===== src/logic/dbt_pkg.sv =====
// Shared constants and types of the debug bus trigger block.
`default_nettype none
package dbt_pkg;
  // Register byte offsets on the AHB-Lite bus.
  localparam logic [7:0] CMP_FIRST_OFS  = 8'h00;
  localparam logic [7:0] CMP_SECOND_OFS = 8'h04;
  localparam logic [7:0] CTRL_OFS       = 8'h08;
  localparam logic [7:0] STATUS_OFS     = 8'h0C;
  localparam logic [7:0] TRACE_OFS      = 8'h10;

  // Control register bit positions.
  localparam int CTRL_ENABLE_BIT   = 0;
  localparam int CTRL_ARM_BIT      = 1;
  localparam int CTRL_TAG_BIT      = 2;
  localparam int CTRL_BREAK_EN_BIT = 3;
  localparam int CTRL_RWCHK_BIT    = 4;
  localparam int CTRL_RWVAL_BIT    = 5;
  localparam int CTRL_BEGIN_BIT    = 6;
  localparam int CTRL_MODE_LSB     = 8;
  localparam int CTRL_MODE_W       = 4;

  // Status register bit positions.
  localparam int STAT_FIRST_BIT    = 7;
  localparam int STAT_SECOND_BIT   = 6;
  localparam int STAT_RUN_BIT      = 5;
  localparam int STAT_COUNT_LSB    = 0;
  localparam int COUNT_W           = 4;

  // Reset values and the valid count limit.
  localparam logic [15:0] CMP_RESET   = 16'h0000;
  localparam logic [31:0] CTRL_RESET  = 32'h0000_0000;
  localparam logic [3:0]  COUNT_MAX   = 4'h8;

  // AHB-Lite transfer types and response.
  localparam logic [1:0] HTRANS_NONSEQ = 2'h2;
  localparam logic       HRESP_OKAY    = 1'h0;

  typedef enum logic [3:0] {
    MODE_A_ONLY      = 4'h0,
    MODE_A_OR_B      = 4'h1,
    MODE_A_THEN_B    = 4'h2,
    MODE_A_AND_DATA  = 4'h3,
    MODE_A_NOT_DATA  = 4'h4,
    MODE_STORE_B     = 4'h5,
    MODE_A_THEN_STORE= 4'h6,
    MODE_INSIDE      = 4'h7,
    MODE_OUTSIDE     = 4'h8
  } dbt_mode_t;
endpackage
`default_nettype wire


===== src/logic/dbt_fifo_if.sv =====
// Handshake bundle between the trigger logic and its trace FIFO.
`timescale 1ns/10ps
`default_nettype none
interface dbt_fifo_if #(parameter int WIDTH = 24);
  logic             clear;
  logic             inValid;
  logic             inReady;
  logic [WIDTH-1:0] inData;
  logic             outValid;
  logic             outReady;
  logic [WIDTH-1:0] outData;
  modport buffer (input clear, input inValid, input inData, input outReady,
                  output inReady, output outValid, output outData);
  modport user   (output clear, output inValid, output inData, output outReady,
                  input inReady, input outValid, input outData);
endinterface
`default_nettype wire


===== src/logic/dbt_fifo.sv =====
// Trace FIFO with width and depth parameters and valid/ready on both sides.
`timescale 1ns/10ps
`default_nettype none
module dbt_fifo #(
  parameter int WIDTH = 24,
  parameter int DEPTH = 4
) (
  input  wire logic   mclk,
  input  wire logic   rst,
  dbt_fifo_if.buffer  fifo
);
  localparam int PW = (DEPTH > 1) ? $clog2(DEPTH) : 1;
  localparam int CW = $clog2(DEPTH + 1);

  logic [WIDTH-1:0] mem_reg [DEPTH];
  logic [PW-1:0]    wrPtr_reg;
  logic [PW-1:0]    rdPtr_reg;
  logic [CW-1:0]    count_reg;
  logic             push;
  logic             pop;

  assign fifo.inReady  = (count_reg != CW'(DEPTH));
  assign fifo.outValid = (count_reg != '0);
  assign fifo.outData  = mem_reg[rdPtr_reg];
  assign push = fifo.inValid && fifo.inReady;
  assign pop  = fifo.outValid && fifo.outReady;

  always_ff @(posedge mclk) begin
    if (push) begin
      mem_reg[wrPtr_reg] <= fifo.inData;
    end
  end

  // Pointers wrap by compare so that depths other than powers of two work.
  always_ff @(posedge mclk) begin
    if (rst || fifo.clear) begin
      wrPtr_reg <= '0;
      rdPtr_reg <= '0;
      count_reg <= '0;
    end else begin
      if (push) begin
        wrPtr_reg <= (wrPtr_reg == PW'(DEPTH - 1)) ? '0 : wrPtr_reg + 1'b1;
      end
      if (pop) begin
        rdPtr_reg <= (rdPtr_reg == PW'(DEPTH - 1)) ? '0 : rdPtr_reg + 1'b1;
      end
      count_reg <= count_reg + CW'(push) - CW'(pop);
    end
  end
endmodule // dbt_fifo
`default_nettype wire


===== src/logic/dbt_match.sv =====
// Address, data and direction comparators against the two comparator values.
`timescale 1ns/10ps
`default_nettype none
module dbt_match #(
  parameter int ADDR_W = 16,
  parameter int DATA_W = 8
) (
  input  wire logic [ADDR_W-1:0] busAddr,
  input  wire logic [DATA_W-1:0] busData,
  input  wire logic              busRead,
  input  wire logic [ADDR_W-1:0] cmpFirst,
  input  wire logic [ADDR_W-1:0] cmpSecond,
  input  wire logic              rwCheck,
  input  wire logic              rwValue,
  output logic                   firstAddrEq,
  output logic                   secondAddrEq,
  output logic                   dataEq,
  output logic                   rwOk,
  output logic                   atOrAboveFirst,
  output logic                   atOrBelowSecond
);
  assign firstAddrEq     = (busAddr == cmpFirst);
  assign secondAddrEq    = (busAddr == cmpSecond);
  // Only the low half of the second comparator takes part in data compares.
  assign dataEq          = (busData == cmpSecond[DATA_W-1:0]);
  assign rwOk            = !rwCheck || (busRead == rwValue);
  assign atOrAboveFirst  = (busAddr >= cmpFirst);
  assign atOrBelowSecond = (busAddr <= cmpSecond);
endmodule // dbt_match
`default_nettype wire


===== src/logic/dbt_top.sv =====
// Debug bus trigger block: comparators, trigger modes, trace capture, AHB-Lite registers.
// Function
// (RULE1) First-only mode triggers on first address match.
// (RULE2) Either mode triggers on any address match.
// (RULE3) Second match triggers only after earlier first.
// (RULE4) Full mode: address, low data byte, direction.
// (RULE5) Not-data mode: address, data unequal, direction.
// (RULE6) Tag breakpoint in full mode ignores data.
// (RULE7) Store mode captures on second match; full ends.
// (RULE8) After first match, second matches capture data.
// (RULE9) Inside range triggers with both bounds inclusive.
// (RULE10) Outside range triggers strictly below or above.
// (RULE11) Arm while enabled; run ends, flag drops.
// (RULE12) Hit flags clear at start, set while armed.
// (RULE13) Valid count clears at start, never decrements.
// (RULE14) Matches evaluated only while armed, once per cycle.
//
// Decided for this implementation: the AHB-Lite slave port and the address map.
`timescale 1ns/10ps
`default_nettype none
module dbt_top #(
  parameter int ADDR_W     = 16,
  parameter int DATA_W     = 8,
  parameter int FIFO_DEPTH = 4
) (
  input  wire logic              mclk,
  input  wire logic              rst,
  input  wire logic              hsel,
  input  wire logic [31:0]       haddr,
  input  wire logic [1:0]        htrans,
  input  wire logic              hwrite,
  input  wire logic [2:0]        hsize,
  input  wire logic [31:0]       hwdata,
  input  wire logic              hready,
  output logic      [31:0]       hrdata,
  output logic                   hreadyout,
  output logic                   hresp,
  input  wire logic              busValid,
  input  wire logic [ADDR_W-1:0] busAddr,
  input  wire logic [DATA_W-1:0] busData,
  input  wire logic              busRead,
  output logic                   breakReq
);
  localparam int WORD_W = ADDR_W + DATA_W;

  logic [ADDR_W-1:0] cmpFirst_reg;
  logic [ADDR_W-1:0] cmpSecond_reg;
  logic [31:0]       ctrl_reg;
  logic              runActive_reg;
  logic              seqSeen_reg;
  logic              traceOn_reg;
  logic              firstHit_reg;
  logic              secondHit_reg;
  logic [3:0]        validWords_reg;
  logic              wrPend_reg;
  logic [7:0]        wrAddr_reg;
  logic [31:0]       hrdata_reg;
  logic              hreadyout_reg;
  logic              hresp_reg;
  logic              breakReq_reg;

  dbt_pkg::dbt_mode_t mode;
  logic              enable;
  logic              tagMode;
  logic              brkEnable;
  logic              beginTrace;
  logic              addrPhase;
  logic              ctrlWrite;
  logic              runStart;
  logic              runStop;
  logic              cycleLive;
  logic              firstAddrEq;
  logic              secondAddrEq;
  logic              dataEq;
  logic              rwOk;
  logic              atOrAboveFirst;
  logic              atOrBelowSecond;
  logic              trigger;
  logic              firstCond;
  logic              secondCond;
  logic              storeMode;
  logic              fullMode;
  logic              captureWant;
  logic              capture;
  logic              breakHit;

  dbt_fifo_if #(.WIDTH(WORD_W)) traceIf ();

  dbt_match #(
    .ADDR_W (ADDR_W),
    .DATA_W (DATA_W)
  ) u_match (
    .busAddr         (busAddr),
    .busData         (busData),
    .busRead         (busRead),
    .cmpFirst        (cmpFirst_reg),
    .cmpSecond       (cmpSecond_reg),
    .rwCheck         (ctrl_reg[dbt_pkg::CTRL_RWCHK_BIT]),
    .rwValue         (ctrl_reg[dbt_pkg::CTRL_RWVAL_BIT]),
    .firstAddrEq     (firstAddrEq),
    .secondAddrEq    (secondAddrEq),
    .dataEq          (dataEq),
    .rwOk            (rwOk),
    .atOrAboveFirst  (atOrAboveFirst),
    .atOrBelowSecond (atOrBelowSecond)
  );

  dbt_fifo #(
    .WIDTH (WORD_W),
    .DEPTH (FIFO_DEPTH)
  ) u_fifo (
    .mclk (mclk),
    .rst  (rst),
    .fifo (traceIf.buffer)
  );

  assign mode       = dbt_pkg::dbt_mode_t'(ctrl_reg[dbt_pkg::CTRL_MODE_LSB +: dbt_pkg::CTRL_MODE_W]);
  assign enable     = ctrl_reg[dbt_pkg::CTRL_ENABLE_BIT];
  assign tagMode    = ctrl_reg[dbt_pkg::CTRL_TAG_BIT];
  assign brkEnable  = ctrl_reg[dbt_pkg::CTRL_BREAK_EN_BIT];
  assign beginTrace = ctrl_reg[dbt_pkg::CTRL_BEGIN_BIT];
  assign storeMode  = (mode == dbt_pkg::MODE_STORE_B) || (mode == dbt_pkg::MODE_A_THEN_STORE);
  assign fullMode   = (mode == dbt_pkg::MODE_A_AND_DATA) || (mode == dbt_pkg::MODE_A_NOT_DATA);

  // AHB-Lite: zero wait states, so every NONSEQ address phase with hsel and hready is taken.
  assign addrPhase = hsel && hready && (htrans == dbt_pkg::HTRANS_NONSEQ);
  assign ctrlWrite = wrPend_reg && (wrAddr_reg == dbt_pkg::CTRL_OFS);
  assign runStart  = ctrlWrite && !runActive_reg
                     && hwdata[dbt_pkg::CTRL_ARM_BIT] && hwdata[dbt_pkg::CTRL_ENABLE_BIT];

  // Bus cycles count only while a run is active.
  assign cycleLive = busValid && runActive_reg; // see RULE14

  always_comb begin
    trigger    = 1'b0;
    firstCond  = firstAddrEq;
    secondCond = secondAddrEq;
    case (mode)
      dbt_pkg::MODE_A_ONLY: begin
        trigger = firstAddrEq; // see RULE1
      end
      dbt_pkg::MODE_A_OR_B: begin
        trigger = firstAddrEq || secondAddrEq; // see RULE2
      end
      dbt_pkg::MODE_A_THEN_B: begin
        trigger = seqSeen_reg && secondAddrEq; // see RULE3
      end
      dbt_pkg::MODE_A_AND_DATA: begin
        secondCond = dataEq;
        trigger    = firstAddrEq && dataEq && rwOk; // see RULE4
      end
      dbt_pkg::MODE_A_NOT_DATA: begin
        secondCond = !dataEq;
        trigger    = firstAddrEq && !dataEq && rwOk; // see RULE5
      end
      dbt_pkg::MODE_STORE_B: begin
        trigger = secondAddrEq; // see RULE7
      end
      dbt_pkg::MODE_A_THEN_STORE: begin
        trigger = seqSeen_reg && secondAddrEq; // see RULE8
      end
      dbt_pkg::MODE_INSIDE: begin
        firstCond  = atOrAboveFirst;
        secondCond = atOrBelowSecond;
        trigger    = atOrAboveFirst && atOrBelowSecond; // see RULE9
      end
      dbt_pkg::MODE_OUTSIDE: begin
        firstCond  = !atOrAboveFirst;
        secondCond = !atOrBelowSecond;
        trigger    = !atOrAboveFirst || !atOrBelowSecond; // see RULE10
      end
      default: begin
        trigger = 1'b0;
      end
    endcase
    trigger    = trigger && cycleLive;
    firstCond  = firstCond && cycleLive;
    secondCond = secondCond && cycleLive;
  end

  // Store modes capture on each event; begin trace captures every cycle from the
  // trigger on; end trace captures from arming and keeps the oldest words once full.
  always_comb begin
    if (storeMode) begin
      captureWant = trigger; // see RULE7, RULE8
    end else if (beginTrace) begin
      captureWant = cycleLive && (traceOn_reg || trigger);
    end else begin
      captureWant = cycleLive;
    end
  end
  assign capture = captureWant && traceIf.inReady;

  assign traceIf.clear    = runStart;
  assign traceIf.inValid  = captureWant;
  assign traceIf.inData   = {busAddr, busData};
  assign traceIf.outReady = addrPhase && !hwrite && (haddr[7:0] == dbt_pkg::TRACE_OFS);

  // A full trace buffer ends begin-trace and store runs; a trigger ends end-trace runs.
  always_comb begin
    runStop = 1'b0;
    if (runActive_reg) begin
      if (ctrlWrite && (!hwdata[dbt_pkg::CTRL_ARM_BIT] || !hwdata[dbt_pkg::CTRL_ENABLE_BIT])) begin
        runStop = 1'b1; // see RULE11
      end else if ((storeMode || beginTrace) && !traceIf.inReady) begin
        runStop = 1'b1; // see RULE7, RULE8, RULE11
      end else if (!storeMode && !beginTrace && trigger) begin
        runStop = 1'b1; // see RULE11
      end
    end
  end

  always_ff @(posedge mclk) begin
    if (rst) begin
      runActive_reg <= 1'b0;
    end else if (runStart) begin
      runActive_reg <= 1'b1; // see RULE11
    end else if (runStop) begin
      runActive_reg <= 1'b0; // see RULE11
    end
  end

  always_ff @(posedge mclk) begin
    if (rst || runStart) begin
      seqSeen_reg <= 1'b0;
      traceOn_reg <= 1'b0;
    end else begin
      if (firstAddrEq && cycleLive) begin
        seqSeen_reg <= 1'b1; // see RULE3, RULE8
      end
      if (trigger) begin
        traceOn_reg <= 1'b1;
      end
    end
  end

  // Hit flags: a set in the same cycle would win over the clear, though a run start
  // never overlaps a live cycle.
  always_ff @(posedge mclk) begin
    if (rst) begin
      firstHit_reg  <= 1'b0;
      secondHit_reg <= 1'b0;
    end else begin
      firstHit_reg  <= firstCond || (firstHit_reg && !runStart); // see RULE12
      secondHit_reg <= secondCond || (secondHit_reg && !runStart); // see RULE12
    end
  end

  // The count is a record of the run; reading the buffer does not lower it.
  always_ff @(posedge mclk) begin
    if (rst || runStart) begin
      validWords_reg <= '0; // see RULE13
    end else if (capture && (validWords_reg != dbt_pkg::COUNT_MAX)) begin
      validWords_reg <= validWords_reg + 4'h1; // see RULE13
    end
  end

  // In full modes a tag request ignores the data compare.
  assign breakHit = (tagMode && fullMode) ? (firstAddrEq && cycleLive) : trigger; // see RULE6

  always_ff @(posedge mclk) begin
    if (rst) begin
      breakReq_reg <= 1'b0;
    end else begin
      breakReq_reg <= brkEnable && breakHit;
    end
  end

  always_ff @(posedge mclk) begin
    if (rst) begin
      wrPend_reg <= 1'b0;
      wrAddr_reg <= 8'h00;
    end else begin
      wrPend_reg <= addrPhase && hwrite;
      wrAddr_reg <= haddr[7:0];
    end
  end

  always_ff @(posedge mclk) begin
    if (rst) begin
      cmpFirst_reg  <= dbt_pkg::CMP_RESET;
      cmpSecond_reg <= dbt_pkg::CMP_RESET;
      ctrl_reg      <= dbt_pkg::CTRL_RESET;
    end else if (wrPend_reg) begin
      case (wrAddr_reg)
        dbt_pkg::CMP_FIRST_OFS: begin
          cmpFirst_reg <= hwdata[ADDR_W-1:0];
        end
        dbt_pkg::CMP_SECOND_OFS: begin
          cmpSecond_reg <= hwdata[ADDR_W-1:0];
        end
        dbt_pkg::CTRL_OFS: begin
          ctrl_reg <= hwdata & 32'h0000_0F7F;
        end
        default: begin
          ctrl_reg <= ctrl_reg;
        end
      endcase
    end
  end

  // Read data is latched at the address phase so it stands through the data phase.
  always_ff @(posedge mclk) begin
    if (rst) begin
      hrdata_reg    <= 32'h0000_0000;
      hreadyout_reg <= 1'b0;
      hresp_reg     <= dbt_pkg::HRESP_OKAY;
    end else begin
      hreadyout_reg <= 1'b1;
      hresp_reg     <= dbt_pkg::HRESP_OKAY;
      if (addrPhase && !hwrite) begin
        case (haddr[7:0])
          dbt_pkg::CMP_FIRST_OFS:  hrdata_reg <= 32'(cmpFirst_reg);
          dbt_pkg::CMP_SECOND_OFS: hrdata_reg <= 32'(cmpSecond_reg);
          dbt_pkg::CTRL_OFS: begin
            hrdata_reg <= ctrl_reg;
            hrdata_reg[dbt_pkg::CTRL_ARM_BIT] <= runActive_reg;
          end
          dbt_pkg::STATUS_OFS: begin
            hrdata_reg <= {24'h00_0000, firstHit_reg, secondHit_reg, runActive_reg,
                           1'b0, validWords_reg};
          end
          dbt_pkg::TRACE_OFS: begin
            hrdata_reg <= traceIf.outValid ? 32'(traceIf.outData) : 32'h0000_0000;
          end
          default: hrdata_reg <= 32'h0000_0000;
        endcase
      end
    end
  end

  assign hrdata    = hrdata_reg;
  assign hreadyout = hreadyout_reg;
  assign hresp     = hresp_reg;
  assign breakReq  = breakReq_reg;
endmodule // dbt_top
`default_nettype wire


===== config.mk =====
export PLATFORM = sky130hd
export DESIGN_NAME = dbt_top
export DESIGN_NICKNAME = d
export VERILOG_FILES = /design/src/logic/dbt_pkg.sv /design/src/logic/dbt_fifo_if.sv /design/src/logic/dbt_fifo.sv /design/src/logic/dbt_match.sv /design/src/logic/dbt_top.sv
export SDC_FILE = /design/constraint.sdc
export NUM_CORES = 1
export LEC_CHECK = 0
export ABC_AREA = 1
export BUFFER_PORTS_ARGS = -buffer_cell sky130_fd_sc_hd__buf_2
export CORE_MARGIN = 2
export CORE_UTILIZATION = 43
export DETAILED_ROUTE_END_ITERATION = 10
export HOLD_SLACK_MARGIN = 0.1
export PLACE_DENSITY_LB_ADDON = 0.08
export SLEW_MARGIN = 20
export SYNTH_ARGS = -nofsm -noshare
export SYNTH_HDL_FRONTEND = slang
export SYNTH_SLANG_ARGS = --single-unit

===== constraint.sdc =====
create_clock -name mclk -period 4.21 [get_ports mclk]
set_clock_uncertainty 0.05 [all_clocks]
set_input_delay 0.2105 -clock mclk [delete_from_list [all_inputs] [get_ports mclk]]
set_output_delay 0.2105 -clock mclk [all_outputs]
set_load 0.01 [all_outputs]

* Word level (Yosys, flattened, before mapping) *
Memories as Yosys holds them, arrays and structs flattened. A register that Yosys moved wholly into a read port is not among the register bits.
Cells that the tools add are included.

cells by class
  multiplexer cells = 21
  reduce and logical (&&, ||, !) cells = 64
  add/subtract/negate cells = 5
  order comparisons = 2
  equal/unequal tests = 23

operators by type and width
  operator               count
  $pmux W24 S5           1
  $eq A16 B16 Y1         2
  $logic_and A1 B1 Y1    32
  $eq A8 B4 Y1 const B   3
  $mux W24               1
  $eq A4 B3 Y1 const B   4
  $eq A8 B3 Y1 const B   2
  $ge A16 B16 Y1         1
  $le A16 B16 Y1         1
  $logic_not A8 Y1       2
  $logic_not A1 Y1       12
  $mux W1                12
  $logic_or A1 B1 Y1     11
  $eq A4 B2 Y1 const B   2
  $eq A8 B5 Y1 const B   1
  $eq A8 B8 Y1           1
  $mux W2                4
  $pmux W1 S8            1
  $eq A2 B2 Y1 const B   3
  $reduce_and A2 Y1      3
  $add A2 B1 Y2 const B  2
  $add A4 B1 Y4 const B  1
  $eq A4 B1 Y1 const B   1
  $eq A4 B4 Y1 const B   1
  other kinds (11)       11

word-level totals
  output and inout port bits = 35
  logic and storage cells = 133
  input bits = 100
  bits in writable memories = 96
  flip-flop bits (word level) = 102
  memories = 1

memories
  name            words  bits a word  read ports  clocked after memory_dff  write ports  line            text
  u_fifo.mem_reg  4      24           1           1                         1            dbt_fifo.sv:15  logic [WIDTH-1:0] mem_reg [DEPTH];

* Logic depth before layout (Yosys ltp) *
  depth in word-level cells = 13
  mapped depth = 23
  gate-level depth less buffers = 23

* Cells and area by module *
A second synthesis with hierarchy kept.

unflattened totals
  cells, all modules = 1005
  area total of the unflattened synthesis = 9127.5 sq um

modules (own cells, without submodules)
  module     times used  cells each  area each (sq um)
  dbt_fifo   1           301         4232.8
  dbt_top    1           538         3888.7
  dbt_match  1           166         1006.0

* Worst setup path after synthesis *
OpenSTA, ideal clock, no wires.

  kind = reg-to-reg
  from = register cmpFirst_reg[15]
  to = memory u_fifo.mem_reg[3][0], enable pin
  cell stages (with the launch flop) = 16
  clock period less this slack = 3.183 ns
  setup slack = 1.027 ns
  library setup time = 0.405 ns
  path buffers = 0
  arrival time = 2.729 ns
  data required time = 3.755 ns
  cells stage by stage = dfxtp_1 inv_1 ha_1 nand2_1 nor2_2 nand2_1 or2_1 nor2_2 nor2_1 nand2_2 nand2_1 nand2_1 nand2_2 nand3_4 nand2_4 nor2_1

between the ends
  word-level cells in the longest chain between the ends = 12
  elaborated cells on any way between the ends = 19
  classes of those cells = order compare: 1; eq/ne: 1; mux: 5; reduce/logical: 12

ends and longest elaborated chain
  what                                              line                              text
  start, declared                                   dbt_top.sv:46                     logic [ADDR_W-1:0] cmpFirst_reg;
  start signal, assigned                            dbt_top.sv:281                    cmpFirst_reg <= dbt_pkg::CMP_RESET;
  start signal, assigned                            dbt_top.sv:287                    cmpFirst_reg <= hwdata[ADDR_W-1:0];
  $ge A16 B16 Y1 or $eq A16 B16 Y1 (tied branches)  dbt_match.sv:27, dbt_match.sv:22
  $logic_not A1 Y1, or another cell as far along    dbt_top.sv:170                    trigger = !atOrAboveFirst || !atOrBelowSecond;
  $logic_or A1 B1 Y1, or another cell as far along  dbt_top.sv:170
  $pmux W1 S8 (*)                                   dbt_top.sv:138                    case (mode)
  $logic_and A1 B1 Y1 (*)                           dbt_top.sv:176                    trigger = trigger && cycleLive;
  $logic_or A1 B1 Y1                                dbt_top.sv:187                    captureWant = cycleLive && (traceOn_reg || trigger);
  $logic_and A1 B1 Y1                               dbt_top.sv:187
  $mux W1                                           dbt_top.sv:186                    end else if (beginTrace) begin
  $mux W1 (*)                                       dbt_top.sv:184                    if (storeMode) begin
  $logic_and A1 B1 Y1 (*)                           dbt_fifo.sv:25                    assign push = fifo.inValid && fifo.inReady;
  $mux W1 (*)                                       dbt_fifo.sv:29                    if (push) begin
  $mux W1 (implied by the code) (*)                 dbt_fifo.sv:30                    mem_reg[wrPtr_reg] <= fifo.inData;
  end, declared                                     dbt_fifo.sv:15

Mark *: on every way between the ends. The rest lies on a longest branch, timed or not.

* Worst setup path after layout *
  from = input port busAddr[15]
  to = register u_fifo.count_reg[2]

between the ends
  word-level cells in the longest chain between the ends = 12
  elaborated cells on any way between the ends = 23
  classes of those cells = add/sub: 2; order compare: 2; eq/ne: 2; mux: 3; reduce/logical: 14

ends and longest elaborated chain
  what                                              line             text
  start, declared                                   dbt_top.sv:39    input wire logic [ADDR_W-1:0] busAddr,
  $ge A16 B16 Y1, or another cell as far along      dbt_match.sv:27  assign atOrAboveFirst = (busAddr >= cmpFirst);
  $logic_not A1 Y1, or another cell as far along    dbt_top.sv:170
  $logic_or A1 B1 Y1, or another cell as far along  dbt_top.sv:170
  $pmux W1 S8 (*)                                   dbt_top.sv:138
  $logic_and A1 B1 Y1 (*)                           dbt_top.sv:176
  $logic_or A1 B1 Y1                                dbt_top.sv:187
  $logic_and A1 B1 Y1                               dbt_top.sv:187
  $mux W1                                           dbt_top.sv:186
  $mux W1 (*)                                       dbt_top.sv:184
  $logic_and A1 B1 Y1 (*)                           --
  named net capture                                 dbt_top.sv:84    logic capture;
  $add A3 B1 Y3 (*)                                 dbt_fifo.sv:47   count_reg <= count_reg + CW'(push) - CW'(pop);
  $sub A3 B1 Y3 (*)                                 dbt_fifo.sv:47
  end signal, assigned                              dbt_fifo.sv:47
  end, declared                                     dbt_fifo.sv:18   logic [CW-1:0] count_reg;

The timed path passes the listed nets; every way through them passes the cells marked *.
A chain may end at the register's enable or synchronous reset.

==> key figures <==
Outcome
  • Result of the run: finished clean

Worst setup path
  • Delay-heaviest family, CP: simple AND/OR/NAND/NOR gates
  • Top cell by count, worst path: nand2_1
  • Slowest-stage cell, CP: dlygate4sd3_1
  • CP Class: input port to flop
  • Worst-path maximum fanout: 7
  • Critical Path End Type: flop
  • Worst path max stage delay: 540 ps
  • Critical Path Source Type: input port
  • Critical Path AT: 3600 ps
  • Worst path bufs/invs: 4
  • CP cell instances: dlygate4sd3_1 -> buf_2 -> ha_1 -> nand2_1 -> nor2_2 -> nand2_1 -> or2_1 -> nor2_2 -> nor2_1 -> nand2_2 -> nand2_1 -> nand2_1 -> nand2_2 -> nand3_4 -> nand2_4 -> inv_2 -> ha_1 -> inv_1 -> fa_1 -> or2_2 -> a21oi_1
  • Req. time, crit path: 4520 ps

STA
  • Fin. Hold Viols: 0
  • Final Hold Slack: 179 ps
  • Maximum clock frequency: 305 MHz
  • RSZ-0062 raised after global routing: false
  • Slew margin rel.: 0.284
  • Setup violators final: 0
  • Setup_tns: 0 ps
  • Final worst path period need: 3280 ps
  • Final Cycle Share: 0.780
  • Post-route setup slack: 926 ps
  • Worst Max-Slew Pin Slew: 1070 ps
  • Final Slew Violations: 0

Floorplan
  • Starting Density: 0.434
  • Die ar.: 0.0214 sq mm
  • Num rows: 52
  • Die Width: 146 um
  • IO Count: 135
  • Die height: 146 um
  • Core Box Area: 0.0200 sq mm

Power
  • Leakage power: 4.11 nW
  • PwrDens: 359 mW/mm^2
  • VDD IR-drop max: 0.278 mV

Clocking
  • H-tree level count: 4
  • Post-CTS Resized: 0
  • CTS tree: yes
  • Clock-pin transition on the worst setup and hold timing paths: 70 ps
  • Root Driver: clkbuf_16
  • CTS max path bufs: 2
  • Worst-Skew Late Latency: 440 ps
  • CTS buffer count: 17
  • CTS Sinks: 191

Synth
  • #FFs+latches synth: 191
  • Post-Syn Area: 0.00869 sq mm
  • Post-synth EDFFs: 96
  • Syn Area/Cell: 9.29 sq um
  • Ys Warns: 0
  • Top FF cell, synth: edfxtp_1
  • Seq/Total Area, Yosys: 0.551
  • Ys async rst share: 0
  • Synth cell types: 45
  • Synth Instances: 936

Cells and area
  • Fin util: 0.525
  • Nets: 1210
  • Number of diodes: 0
  • Max reg flops: 96
  • Syn-to-layout area delta: 21.1%
  • Fraction of layout cells with a size suffix above 1: 0.147

Routing
  • Detailed Route WL: 23000 um
  • Drt pass-1 iters: 6
  • Via count of the routed design: 6858
  • Drt drc: 0
  • Vias per std cell: 5.08
  • Routed WL per cell: 17.0 um
  • Final antenna-violating net count: 0
  • Iter 0 DRT Violations: 523

Global route
  • First-pass GRT wire length: 36000 um
  • GRT Total Usage: 0.220
  • Initial antenna violation count: 0
  • Grt ovf: 0
  • Largest net degree at the start of global routing: 52
  • Vias in the first global route: 6450

Place
  • GP Congestion: 0.844
  • Pre-CTS WS: 1040 ps
  • I/O Buffers: 82
  • Dpl hpwl: 15800 um

Hold path
  • Hold Path Class: input port to flop

Job
  • Max-cap violation count: 0
-- per-layer routing --
metal  GRT usage  share of wire  vias up  wire, um
met1       0.314           0.48     3221     11100
met3      0.0300          0.045       20      1030
met2       0.353           0.46      170     10600
met4      0.0583          0.013        0       300
li1            -              -     3447         -
met5           0              0        -         0
-- kinds of logic (layout without fill, tap and decap cells) --
logic type      Yosys count  count (layout)  share of synthesized area
compound gates          239             239                      0.160
xor+xnor                  9               9                    0.00907
mux                       1               1                    0.00115
flops                   191             191                      0.551
simple gates            290             290                      0.142
buf+inv                 163             300                     0.0750
other cells               1               9                   0.000431
fa+ha+maj                42              42                     0.0613
-- through the flow --
| stage | instance area [sq um] | total power, mW | cells |
|---|---|---|---|
| 3_5_place_dp | 9410 | 2.16 | 1268 |
| 5_1_grt | 10500 | 3.91 | 1351 |
| 4_1_cts | 10500 | 3.82 | 1350 |
| 2_1_floorplan | 8720 | 2.09 | 944 |
| 3_3_place_gp | 9410 | 2.16 | 1268 |
| 6_report | 10500 | 3.78 | 1351 |
-- tightest hold or removal path: stages --
cell and delay [ps]:
buf_2 100, nand2_1 110, nor2_1 70, nor2_1 80, nor2_1 50
-- synth_stat cells, types with 5 or more instances --
| cell type | count | area share |
|---|---|---|
| a211oi_1 | 32 | 0.028 |
| a21oi_1 | 74 | 0.043 |
| a221oi_1 | 5 | 0.0050 |
| buf_2 | 5 | 0.0029 |
| buf_4 | 9 | 0.0078 |
| clkbuf_1 | 29 | 0.013 |
| dfxtp_1 | 95 | 0.22 |
| edfxtp_1 | 96 | 0.33 |
| ha_1 | 41 | 0.059 |
| inv_1 | 112 | 0.048 |
| inv_2 | 6 | 0.0026 |
| nand2_1 | 122 | 0.053 |
| nand3_1 | 13 | 0.0075 |
| nand4_1 | 6 | 0.0043 |
| nor2_1 | 123 | 0.053 |
| nor3_1 | 7 | 0.0040 |
| o21ai_0 | 76 | 0.044 |
| o22ai_1 | 32 | 0.023 |
| xnor2_1 | 6 | 0.0060 |
-- cell usage in the layout, fill, tap and decap left out, types with 6 or more instances in the layout --
cell and instances:
a211oi_1 32, o22ai_1 32, o21ai_0 76, xnor2_1 6, a21oi_1 74, nand3_1 13, buf_2 82, clkbuf_16 17
nor2_2 8, inv_1 112, inv_2 6, edfxtp_1 96, dfxtp_1 95, dlygate4sd3_1 50, ha_1 41, nand4_1 6
buf_4 17, conb_1 9, nand2_1 122, nor2_1 119, nor3_1 7
-- area by class of cell --
type / count / area (sq um)
well taps: 270 / 338
fillers: 1913 / 9510
inverters: 118 / 443
repair buffers: 150 / 1050
clock buffers: 17 / 425
clock inverters: 15 / 178
flip-flops and latches: 191 / 4780
multi-input cells: 590 / 3310
-- worst paths after layout --
check	start	to	slack (ps)	depth (start not counted)
setup reg to reg	cmpFirst_reg[15]	u_fifo.count_reg[2]	970	20
hold reg to reg	traceOn_reg	traceOn_reg	410	2
setup / recovery	busAddr[15]	u_fifo.count_reg[2]	930	21
hold / removal	busValid	seqSeen_reg	180	5
-- power by group --
| group | leakage, nW | switching (mW) | internal [mW] |
|---|---|---|---|
| combinational | 2.19 | 0.114 | 0.0848 |
| clock | 0.287 | 0.776 | 0.849 |
| sequential | 1.63 | 0.00352 | 1.96 |
-- timing repair --
item / in CTS / in global routing
endpoints found under the hold margin: 148 / 0
hold buffers: 50 / 0
buffers inserted: 0 / 0
No activity file was read; power rests on OpenSTA's default activity.
